**config.mk**
```make
export PLATFORM = sky130hd
export DESIGN_NAME = smr_supply_monitor
export DESIGN_NICKNAME = d
export VERILOG_FILES = /design/src/smr_pkg.sv /design/src/smr_supply_monitor.sv
export VERILOG_INCLUDE_DIRS = /design/src
export SDC_FILE = /design/constraint.sdc
export NUM_CORES = 1
export LEC_CHECK = 0
export BUFFER_PORTS_ARGS = -buffer_cell sky130_fd_sc_hd__buf_2
export CAP_MARGIN = 40
export CORE_MARGIN = 10
export CORE_UTILIZATION = 40
export CTS_CLUSTER_DIAMETER = 80
export CTS_CLUSTER_SIZE = 20
export DETAILED_ROUTE_END_ITERATION = 8
export HOLD_SLACK_MARGIN = 0.1
export MAX_ROUTING_LAYER = met4
export PLACE_DENSITY = 0.75
export SLEW_MARGIN = 20
export SYNTH_ARGS = -nofsm -noshare
export SYNTH_HDL_FRONTEND = slang
export SYNTH_SLANG_ARGS = --single-unit
```
**constraint.sdc**
```tcl
create_clock -name clk_sys -period 4 [get_ports clk_sys]
set_input_delay 0.6 -clock clk_sys [delete_from_list [all_inputs] [get_ports clk_sys]]
set_output_delay 0.6 -clock clk_sys [all_outputs]
set_load 0.005 [all_outputs]
```
**src/smr_cfg.svh**
```systemverilog
// Register offsets, field positions and reset values of the supply monitor control block.
`ifndef SMR_CFG_SVH
`define SMR_CFG_SVH

// Register byte offsets on the APB bus.
`define SMR_OFS_CONFIG 8'h00
`define SMR_OFS_STATUS 8'h04
`define SMR_OFS_EVENT 8'h08
`define SMR_OFS_EVCLEAR 8'h0c
`define SMR_OFS_EVENABLE 8'h10
`define SMR_OFS_CAUSE 8'h14

// Configuration register field positions.
`define SMR_CFG_POWER_OFF 0
`define SMR_CFG_RESET_INHIBIT 1
`define SMR_CFG_STOP_ENABLE 2
`define SMR_CFG_TRIP_RANGE 3
`define SMR_CFG_LOCKED 8

// Status register field positions.
`define SMR_ST_BELOW 0
`define SMR_ST_ACTIVE 1
`define SMR_ST_IN_RESET 2

// Event bit positions, shared by event, clear and enable registers.
`define SMR_EV_FELL 0
`define SMR_EV_ROSE 1
`define SMR_EV_RESET 2
`define SMR_EV_W 3

// Reset-cause register field positions.
`define SMR_CAUSE_POR 0
`define SMR_CAUSE_MONITOR 1

// Reset values.
`define SMR_CFG_RESET 4'h0
`define SMR_EVEN_RESET 3'h0

`endif

```
**src/smr_pkg.sv**
```systemverilog
// Types shared by the supply monitor control block.
package smr_pkg;

  // Write-once configuration bits as held by the block.
  typedef struct packed {
    logic tripRangeSelect;
    logic monitorInStopEnable;
    logic monitorResetInhibit;
    logic monitorPowerOff;
  } smr_cfg_t;

  // Monitor reset sequencing states.
  typedef enum logic {
    SMR_WATCH,
    SMR_HOLD
  } smr_state_t;

  // Decoded register selection.
  typedef enum logic [2:0] {
    SMR_SEL_CONFIG,
    SMR_SEL_STATUS,
    SMR_SEL_EVENT,
    SMR_SEL_EVCLEAR,
    SMR_SEL_EVENABLE,
    SMR_SEL_CAUSE,
    SMR_SEL_NONE
  } smr_sel_t;

endpackage

```
**src/smr_supply_monitor.sv**
```systemverilog
// Supply monitor control block: configuration, comparator sync, reset hold and APB registers.
`timescale 1ns/100ps
`default_nettype none
`include "smr_cfg.svh"

// What this block does
// - Monitor is active after reset with no software action needed.
// - Trip-range select resets to zero, the lower supply range.
// - Power-off bit disables the monitor: no resets, flag held low.
// - Reset-inhibit bit stops the monitor from ever asserting system reset.
// - In stop mode the monitor runs only when stop enable is set.
// - Trip-range select one picks the higher-range falling threshold.
// - Status below-threshold flag follows the comparator for software polling.
// - Both disable bits clear means reset whenever supply falls below threshold.
// - A monitor reset holds until the supply rises above the rising threshold or resets are no longer allowed.
// - Configuration is write-once; later writes change nothing.
// - Selecting the higher range while supply is below the lower range's rising threshold resets at once.
// - Each monitor reset sets its own bit in the reset-cause register.
module smr_supply_monitor
  import smr_pkg::*;
#(
  parameter int ADDR_W = 8
)
(
  input wire logic clk_sys,
  input wire logic rst_n,
  input wire logic psel,
  input wire logic penable,
  input wire logic pwrite,
  input wire logic [ADDR_W-1:0] paddr,
  input wire logic [31:0] pwdata,
  output logic [31:0] prdata,
  output logic pready,
  output logic pslverr,
  input wire logic cmpBelowFall,
  input wire logic cmpAboveRise,
  input wire logic stopMode,
  output logic monitorPowered,
  output logic tripHighSel,
  output logic monitorResetReq,
  output logic irq
);

  // ************************************************************
  // Parameter check
  // ************************************************************

  // The register map needs at least byte offsets up to 0x14.
  if (ADDR_W < 5)
  begin : gen_addr_check
    $error("ADDR_W too small for the register map.");
  end

  // Decodes a byte address into a register selection.
  function automatic smr_sel_t decodeSel(input logic [ADDR_W-1:0] addr);
    logic [7:0] a;
    a = 8'(addr);
    if (addr != ADDR_W'(a))
      return SMR_SEL_NONE;
    unique case (a)
      `SMR_OFS_CONFIG: return SMR_SEL_CONFIG;
      `SMR_OFS_STATUS: return SMR_SEL_STATUS;
      `SMR_OFS_EVENT: return SMR_SEL_EVENT;
      `SMR_OFS_EVCLEAR: return SMR_SEL_EVCLEAR;
      `SMR_OFS_EVENABLE: return SMR_SEL_EVENABLE;
      `SMR_OFS_CAUSE: return SMR_SEL_CAUSE;
      default: return SMR_SEL_NONE;
    endcase
  endfunction

  logic [1:0] cmpMeta;
  logic [1:0] cmpSync;
  smr_cfg_t cfg;
  logic cfgLocked;
  smr_state_t state;
  smr_state_t next_state;
  logic prevBelow;
  logic [`SMR_EV_W-1:0] evStatus;
  logic [`SMR_EV_W-1:0] evEnable;
  logic [1:0] rstCause;
  smr_sel_t sel;
  logic apbDone;
  logic apbWrite;
  logic apbRead;
  logic cfgWrite;
  logic monActive;
  logic rstAllowed;
  logic belowFlag;
  logic highRangeTrip;
  logic [`SMR_EV_W-1:0] evSet;

  // ************************************************************
  // Comparator synchronisers
  // ************************************************************

  // two-stage sync: bit 0 is below-falling, bit 1 is above-rising.
  always_ff @(posedge clk_sys)
  begin
    if (!rst_n)
    begin
      cmpMeta <= 2'h0;
      cmpSync <= 2'h0;
    end
    else
    begin
      cmpMeta <= {cmpAboveRise, cmpBelowFall};
      cmpSync <= cmpMeta;
    end
  end

  // ************************************************************
  // APB access decode
  // ************************************************************

  // A transfer completes in the access cycle in which pready is high.
  assign sel = decodeSel(paddr);
  assign apbDone = psel && penable && pready;
  assign apbWrite = apbDone && pwrite;
  assign apbRead = apbDone && !pwrite;
  assign cfgWrite = apbWrite && (sel == SMR_SEL_CONFIG) && !cfgLocked;

  // One wait state: pready rises in the second access cycle.
  always_ff @(posedge clk_sys)
  begin
    if (!rst_n)
      pready <= 1'b0;
    else
      pready <= psel && penable && !pready;
  end

  // ************************************************************
  // Write-once configuration
  // ************************************************************

  // write once: the first write locks every configuration bit.
  always_ff @(posedge clk_sys)
  begin
    if (!rst_n)
    begin
      // low range default: all bits start cleared.
      cfg <= smr_cfg_t'(`SMR_CFG_RESET);
      cfgLocked <= 1'b0;
    end
    else if (cfgWrite)
    begin
      cfg.monitorPowerOff <= pwdata[`SMR_CFG_POWER_OFF];
      cfg.monitorResetInhibit <= pwdata[`SMR_CFG_RESET_INHIBIT];
      cfg.monitorInStopEnable <= pwdata[`SMR_CFG_STOP_ENABLE];
      cfg.tripRangeSelect <= pwdata[`SMR_CFG_TRIP_RANGE];
      cfgLocked <= 1'b1;
    end
  end

  // ************************************************************
  // Monitor activity and flag
  // ************************************************************

  // power off and stop gating decide whether the monitor runs.
  assign monActive = !cfg.monitorPowerOff && (!stopMode || cfg.monitorInStopEnable);
  // inhibit: resets are only allowed while not inhibited.
  assign rstAllowed = monActive && !cfg.monitorResetInhibit;
  // flag follows the synchronised comparator while the monitor runs.
  assign belowFlag = cmpSync[0] && monActive;

  // higher range chosen while supply is under the low range's rising threshold.
  assign highRangeTrip = cfgWrite && pwdata[`SMR_CFG_TRIP_RANGE] && !pwdata[`SMR_CFG_POWER_OFF]
                         && !pwdata[`SMR_CFG_RESET_INHIBIT] && !cmpSync[1];

  // Drives the analog enable and range select from flip-flops.
  always_ff @(posedge clk_sys)
  begin
    if (!rst_n)
    begin
      monitorPowered <= 1'b1;
      tripHighSel <= 1'b0;
    end
    else
    begin
      monitorPowered <= monActive;
      // range select steers the analog threshold.
      tripHighSel <= cfg.tripRangeSelect;
    end
  end

  // ************************************************************
  // Reset sequencing
  // ************************************************************

  // Chooses between watching the supply and holding the system in reset.
  always_comb
  begin
    next_state = state;
    unique case (state)
      SMR_WATCH:
      begin
        // forced reset on a fall below the falling threshold.
        if ((rstAllowed && cmpSync[0]) || highRangeTrip)
          next_state = SMR_HOLD;
      end
      SMR_HOLD:
      begin
        // hold until the supply is back above the rising threshold or resets stop being allowed.
        if (!rstAllowed || cmpSync[1])
          next_state = SMR_WATCH;
      end
    endcase
  end

  // Registers the state and the reset request that follows it.
  always_ff @(posedge clk_sys)
  begin
    if (!rst_n)
    begin
      state <= SMR_WATCH;
      monitorResetReq <= 1'b0;
    end
    else
    begin
      state <= next_state;
      monitorResetReq <= (next_state == SMR_HOLD);
    end
  end

  // ************************************************************
  // Events, interrupt and reset cause
  // ************************************************************

  // Edges of the flag and entry into reset are the block's events.
  assign evSet[`SMR_EV_FELL] = belowFlag && !prevBelow;
  assign evSet[`SMR_EV_ROSE] = !belowFlag && prevBelow;
  assign evSet[`SMR_EV_RESET] = (state == SMR_WATCH) && (next_state == SMR_HOLD);

  // Sticky event bits; a set in the same cycle as a clear wins.
  always_ff @(posedge clk_sys)
  begin
    if (!rst_n)
    begin
      prevBelow <= 1'b0;
      evStatus <= '0;
    end
    else
    begin
      prevBelow <= belowFlag;
      if (apbWrite && (sel == SMR_SEL_EVCLEAR))
        evStatus <= (evStatus & ~pwdata[`SMR_EV_W-1:0]) | evSet;
      else
        evStatus <= evStatus | evSet;
    end
  end

  // Event enable register and the level interrupt it gates.
  always_ff @(posedge clk_sys)
  begin
    if (!rst_n)
    begin
      evEnable <= `SMR_EVEN_RESET;
      irq <= 1'b0;
    end
    else
    begin
      if (apbWrite && (sel == SMR_SEL_EVENABLE))
        evEnable <= pwdata[`SMR_EV_W-1:0];
      irq <= |(evStatus & evEnable);
    end
  end

  // reset cause: the monitor owns its own bit, cleared by writing one.
  always_ff @(posedge clk_sys)
  begin
    if (!rst_n)
      rstCause <= 2'h1;
    else if (apbWrite && (sel == SMR_SEL_CAUSE))
      rstCause <= (rstCause & ~pwdata[1:0]) | {evSet[`SMR_EV_RESET], 1'b0};
    else
      rstCause <= rstCause | {evSet[`SMR_EV_RESET], 1'b0};
  end

  // ************************************************************
  // APB read data
  // ************************************************************

  // Read data and error answer are registered alongside pready.
  always_ff @(posedge clk_sys)
  begin
    if (!rst_n)
    begin
      prdata <= 32'h0;
      pslverr <= 1'b0;
    end
    else
    begin
      prdata <= 32'h0;
      pslverr <= psel && penable && !pready && (sel == SMR_SEL_NONE);
      if (psel && penable && !pready && !pwrite)
      begin
        unique case (sel)
          SMR_SEL_CONFIG: prdata <= {23'h0, cfgLocked, 4'h0, cfg};
          SMR_SEL_STATUS: prdata <= {29'h0, state == SMR_HOLD, monActive, belowFlag};
          SMR_SEL_EVENT: prdata <= {29'h0, evStatus};
          SMR_SEL_EVENABLE: prdata <= {29'h0, evEnable};
          SMR_SEL_CAUSE: prdata <= {30'h0, rstCause};
          default: prdata <= 32'h0;
        endcase
      end
    end
  end
endmodule // smr_supply_monitor
`default_nettype wire

```
After elaboration in Yosys (flattened, before gate mapping)
Cells that the tools add are included. Widths: inputs -> output; s select.

Bits in registers: 56. Bits of input ports: 48. Output and inout bits: 38.

Equal/unequal tests: 11. Muxes and demuxes: 7. Bitwise gates (word level): 10. Reduce and logical (&&, ||, !) cells: 41.

Operator list (number): $pmux 9 s5 (1); $logic_and 1x1->1 (22); $pmux 3 s6 (1); $eq 8x4->1 const B (2); $eq 8x5->1 const B (2); $logic_not 1->1 (12); $eq 3x3->1 const B (3); $eq 8x3->1 const B (1); $logic_not 8->1 (1); $and 3x3->3 (2); $eq 3x2->1 const B (2); $or 3x3->3 (2); $or 2x2->2 (2); $eq 3x1->1 const B (1); $logic_not 3->1 (1); $logic_or 1x1->1 (3); $mux 3 (1); $not 3->3 (1); $reduce_or 3->1 (1); $and 2x2->2 (1); $mux 1 (2); $mux 2 (1); $not 2->2 (1); $pmux 1 s2 (1); other kinds (2) (2).

Depth between registers and ports, before layout
Word-level depth: 15. Mapped depth: 5.

Worst setup path before layout
Ideal clock, no wire load.

Path type: input-to-reg. Start: in paddr[1]. End: reg rstCause[1]. Setup time: 0.120 ns. Arrival: 1.665 ns. Path slack: 2.216 ns. Stages on the path: 4. Path buffers: 0. Cells stage by stage: nor4_4 nand2_1 o211a_1 a211o_1.

Word-level cells in the longest chain between the ends: 15. Elaborated cells between the ends (all ways): 23.

Ends and longest elaborated chain: from (decl) (RTL line smr_supply_monitor.sv:30) `input wire logic [ADDR_W-1:0] paddr,`; $eq 8x5->1 (tied with other cells) (RTL line smr_supply_monitor.sv:60) `unique case (a)`; $pmux 3 s6 * (RTL line smr_supply_monitor.sv:60); $logic_not 3->1 (RTL line smr_supply_monitor.sv:120) `assign cfgWrite = apbWrite && (sel == SMR_SEL_CONFIG) && !cfgLocked;`; $logic_and 1x1->1 (2 in a row) (RTL line smr_supply_monitor.sv:120); $logic_and 1x1->1 (4 in a row) (RTL line smr_supply_monitor.sv:166) `` assign highRangeTrip = cfgWrite && pwdata[`SMR_CFG_TRIP_RANGE] && !pwdata[`SMR_CFG_POWER_OFF] ``; $logic_or 1x1->1 (RTL line smr_supply_monitor.sv:197) `if ((rstAllowed && cmpSync[0]) || highRangeTrip)`; $mux 1 (RTL line smr_supply_monitor.sv:197); $pmux 1 s2 (RTL line smr_supply_monitor.sv:193) `unique case (state)`; $logic_and 1x1->1 (RTL line smr_supply_monitor.sv:231) `` assign evSet[`SMR_EV_RESET] = (state == SMR_WATCH) && (next_state == SMR_HOLD); ``; $or 2x2->2, on equally long branches (RTL line smr_supply_monitor.sv:275, smr_supply_monitor.sv:273); $mux 2 * (RTL line smr_supply_monitor.sv:272) `else if (apbWrite && (sel == SMR_SEL_CAUSE))`; to (signal assigned) (RTL line smr_supply_monitor.sv:273) `` rstCause <= (rstCause & ~pwdata[1:0]) | {evSet[`SMR_EV_RESET], 1'b0}; ``; to (signal assigned) (RTL line smr_supply_monitor.sv:275) `` rstCause <= rstCause | {evSet[`SMR_EV_RESET], 1'b0}; ``; to (decl) (RTL line smr_supply_monitor.sv:80) `logic [1:0] rstCause;`.

Mark *: on every way between the ends. The rest lies on a longest branch, timed or not. A chain may end at the register's enable or synchronous reset.

Worst setup path after layout
Start: in paddr[1]. End: reg prdata[3].

Word-level cells in the longest chain between the ends: 4. Elaborated cells between the ends (all ways): 13.

Ends and longest elaborated chain: $eq 8x5->1 (tied with other cells) (RTL line smr_supply_monitor.sv:60); $pmux 3 s6 * (RTL line smr_supply_monitor.sv:60); $eq 3x3->1 (tied with other cells) (RTL line smr_supply_monitor.sv:296) `unique case (sel)`; $pmux 9 s5 * (RTL line smr_supply_monitor.sv:296); to (signal assigned) (RTL line smr_supply_monitor.sv:297) `SMR_SEL_CONFIG: prdata <= {23'h0, cfgLocked, 4'h0, cfg};`; to (signal assigned) (RTL line smr_supply_monitor.sv:298) `SMR_SEL_STATUS: prdata <= {29'h0, state == SMR_HOLD, monActive, belowFlag};`; to (signal assigned) (RTL line smr_supply_monitor.sv:299) `SMR_SEL_EVENT: prdata <= {29'h0, evStatus};`; to (decl) (RTL line smr_supply_monitor.sv:32) `output logic [31:0] prdata,`.

Marked as above.

==> out/summary.txt <==
status - complete, no violations
top-area cell type share of the netlist area - 40.45%
IO buf count - 30
worst r2r src - pready
Setup crit start kind - primary input
yosys warns - 0
Synth cell types - 37
GRT met2 Usage - 16.45%
Final period util - 45.75%
Setup CP Type - primary input to flop
combinational share of power - 8.4%
Tmin final - 1.830 ns
RSZ-0062 raised after global routing - false
nets - 238
Cell Pwr Density - 346.6 nW/um^2
H-Tree Depth - 2
layout cell share with drive strength beyond 1 - 23.04%
Crit path arrival time - 2.11 ns
Ant. Diodes - 0
Synth Cell Area - 1435 sq um
slowest stage delay, CP - 0.50 ns
Synth Area in Compound Gates - 10.37%
Worst VDD drop - 0.2036 mV
Root Buffer Master - clkbuf_4
clock skew - 0.007677 ns
Die Span X - 79.90 microns
Async S/R FF share, synth - 0%
cts repair resizes - 0
post-synthesis simple-gate area fraction - 24.32%
CP endpoint kind - flop
CTS max path bufs - 2
final hold violation count - 0
Setup Fix Bufs, Post-CTS - 0
first-pass iteration count of the detailed router - 5
Post-Synthesis Cells - 160
Initial DRC Count - 129
GRT Total Usage - 10.70%
Reg area - 580.6 sq um
Worst Hold Launch - cmpMeta[1]
Row Count - 21
Die Y - 79.90 microns
ys flop type - dfxtp_1
GRT met3 Usage - 4.730%
Flop pwr share - 53.9%
top cells by instance count after synthesis - dfxtp_1 (29), buf_4 (27), nor2_1 (11)
first-pass GRT wire length - 5264 microns
number of global-route vias before repair - 1129
Seq/Total Area, Yosys - 40.45%
Switching Fraction - 25.10%
Multi-input gate area - 699.4 sq um
synthesis-stage register bit count - 29
gr ovfl total - 0
IO Count - 86
proportion of synthesized area in mux cells - 6.975%
DRC errors left - 0
largest cells by area after synthesis - dfxtp_1 (40%), buf_4 (14%), mux2i_1 (7.0%), and2_1 (3.1%), nor2_1 (2.9%)
clock tree sinks - 29
cts hold-fix bufs - 0
largest family of logic cells by synthesized area - simple AND/OR/NAND/NOR gates
wirelength, routed - 3257 microns
routability cong. - 0.8373
CP max stage cell - nor4_4
final setup vio count - 0
net switching power - 0.1378 mW
Req. time, crit path - 4.28 ns
crit-path max FO - 6
Synth Area in Adders - 0%
Initial Util - 42.34%
CTS Buf Count - 5
core area - 3390 sq um
Util after Layout - 46.73%
CP Launch Point - paddr[1]
Synth Area in XOR/XNOR - 0%
mean routed wirelength per cell - 13.74 microns
internal power - 0.4112 mW
Vias - 1137
Max Cap Viol - 0
global-route track usage on met1 - 11.53%
EDFF count, synth - 0
class of the worst hold path - flop to flop
die area - 6384 sq um
CTS tree - done
Most Crowded Layer GR - met2
crit-path cells - buf_2 -> nor4_4 -> nand2_1 -> nor4b_1 -> and2_1
LEAKAGE - 0.7586 nW
Max Fclk - 546.4 MHz
final-layout fill cell count - 364
most common cell in the synthesized netlist - dfxtp_1
Final Max Tran Viols - 0
vias per cell - 4.797
initial antenna violation count - 0
post-DP HPWL - 2537 microns
setup TNS - 0 ns
largest area contributor in the netlist - dfxtp_1
ANT nets after route - 0
Worst-path clk slew - 0.09 ns
Clk network pwr share - 37.8%
Avg Inst Size Synth - 8.970 sq um
hold slack - 0.4403 ns
Syn-to-layout area delta - 10.37%
largest net degree at the start of global routing - 16
FF-to-FF setup slack - 2.48 ns
clk_lat worst skew - 0.34 ns
power by group through the flow:
stage	Sequential, mW	Clock, mW	Combinational (mW)
after detailed placement	0.302	0	0.0446
final	0.296	0.207	0.0459
after CTS	0.296	0.211	0.0449
after floorplan	0.302	0	0.0448
after global routing	0.296	0.220	0.0527
after global placement	0.302	0	0.0443
per-stage QoR:
stage          setup WS [ns]  total power, mW  area [sq um]  instances
2_1_floorplan          2.216           0.3470          1533        186
3_3_place_gp           1.832           0.3465          1514        229
3_5_place_dp           1.830           0.3471          1514        229
4_1_cts                2.181           0.5516          1584        237
5_1_grt                1.995           0.5689          1584        237
6_report               2.170           0.5490          1584        237
routing by layer:
layer  vias up  part of all wire, %
met5         -                    0
met4         0                  1.9
met3         8                   10
met2        46                   45
met1       519                   43
li1        564                    -
sequential cells by signal (all words and copies together), names as in the netlist:
register,count
cfg,4
cfgLocked,1
cmpMeta,2
cmpSync,2
evEnable,3
evStatus,3
irq,1
monitorPowered,1
prdata,5
pready,1
prevBelow,1
pslverr,1
rstCause,2
state,1
tripHighSel,1
cell families (layout without fill, tap and decap cells):
| logic type | count (synthesis) | after routing |
|---|---|---|
| DFF | 29 | 29 |
| and+or+nand+nor | 58 | 58 |
| buffers and inverters | 40 | 45 |
| other | 1 | 27 |
| AOI/OAI and AO/OA | 22 | 22 |
| muxes | 10 | 10 |
worst paths after layout:
check | end | cells past startpoint
setup reg to reg | evStatus[2] | 4
hold reg to reg | cmpSync[1] | 1
setup / recovery | prdata[3] | 5
hold / removal | cmpSync[1] | 1
final cells by class:
class,instances,share of cell area [%]
clock buffer,7,4.107
tap,46,3.633
multi-input combinational,117,44.15
clock inverter,1,0.3160
sequential,29,36.65
inverter,7,1.659
timing repair buffer,30,9.479
cell usage in the layout (no fill, tap or decap), types with 2 or more instances in the layout:
master    netlist  final
dfxtp_1        29     29
clkbuf_8        0      2
a211o_1         2      2
or4_1           4      4
nand2_1         8      8
conb_1          1     27
a21oi_1         6      6
nand2b_1        3      3
nand4_1         5      5
and2_1          7      7
clkbuf_4        0      5
inv_1           7      7
a31o_2          2      2
nor3_1          3      3
nand3_1         3      3
mux2i_1        10     10
o211a_1         2      2
or3_1           2      2
nor2b_1         2      2
buf_2           1     30
o21ai_0         5      5
nor2_1         11     11
critical path, delay by kind of cell:
family                 cells  cell delay, ns
and+or+nand+nor            4            1.40
buffers and inverters      1            0.12
Note: power is estimated with default switching activity, not from simulation.
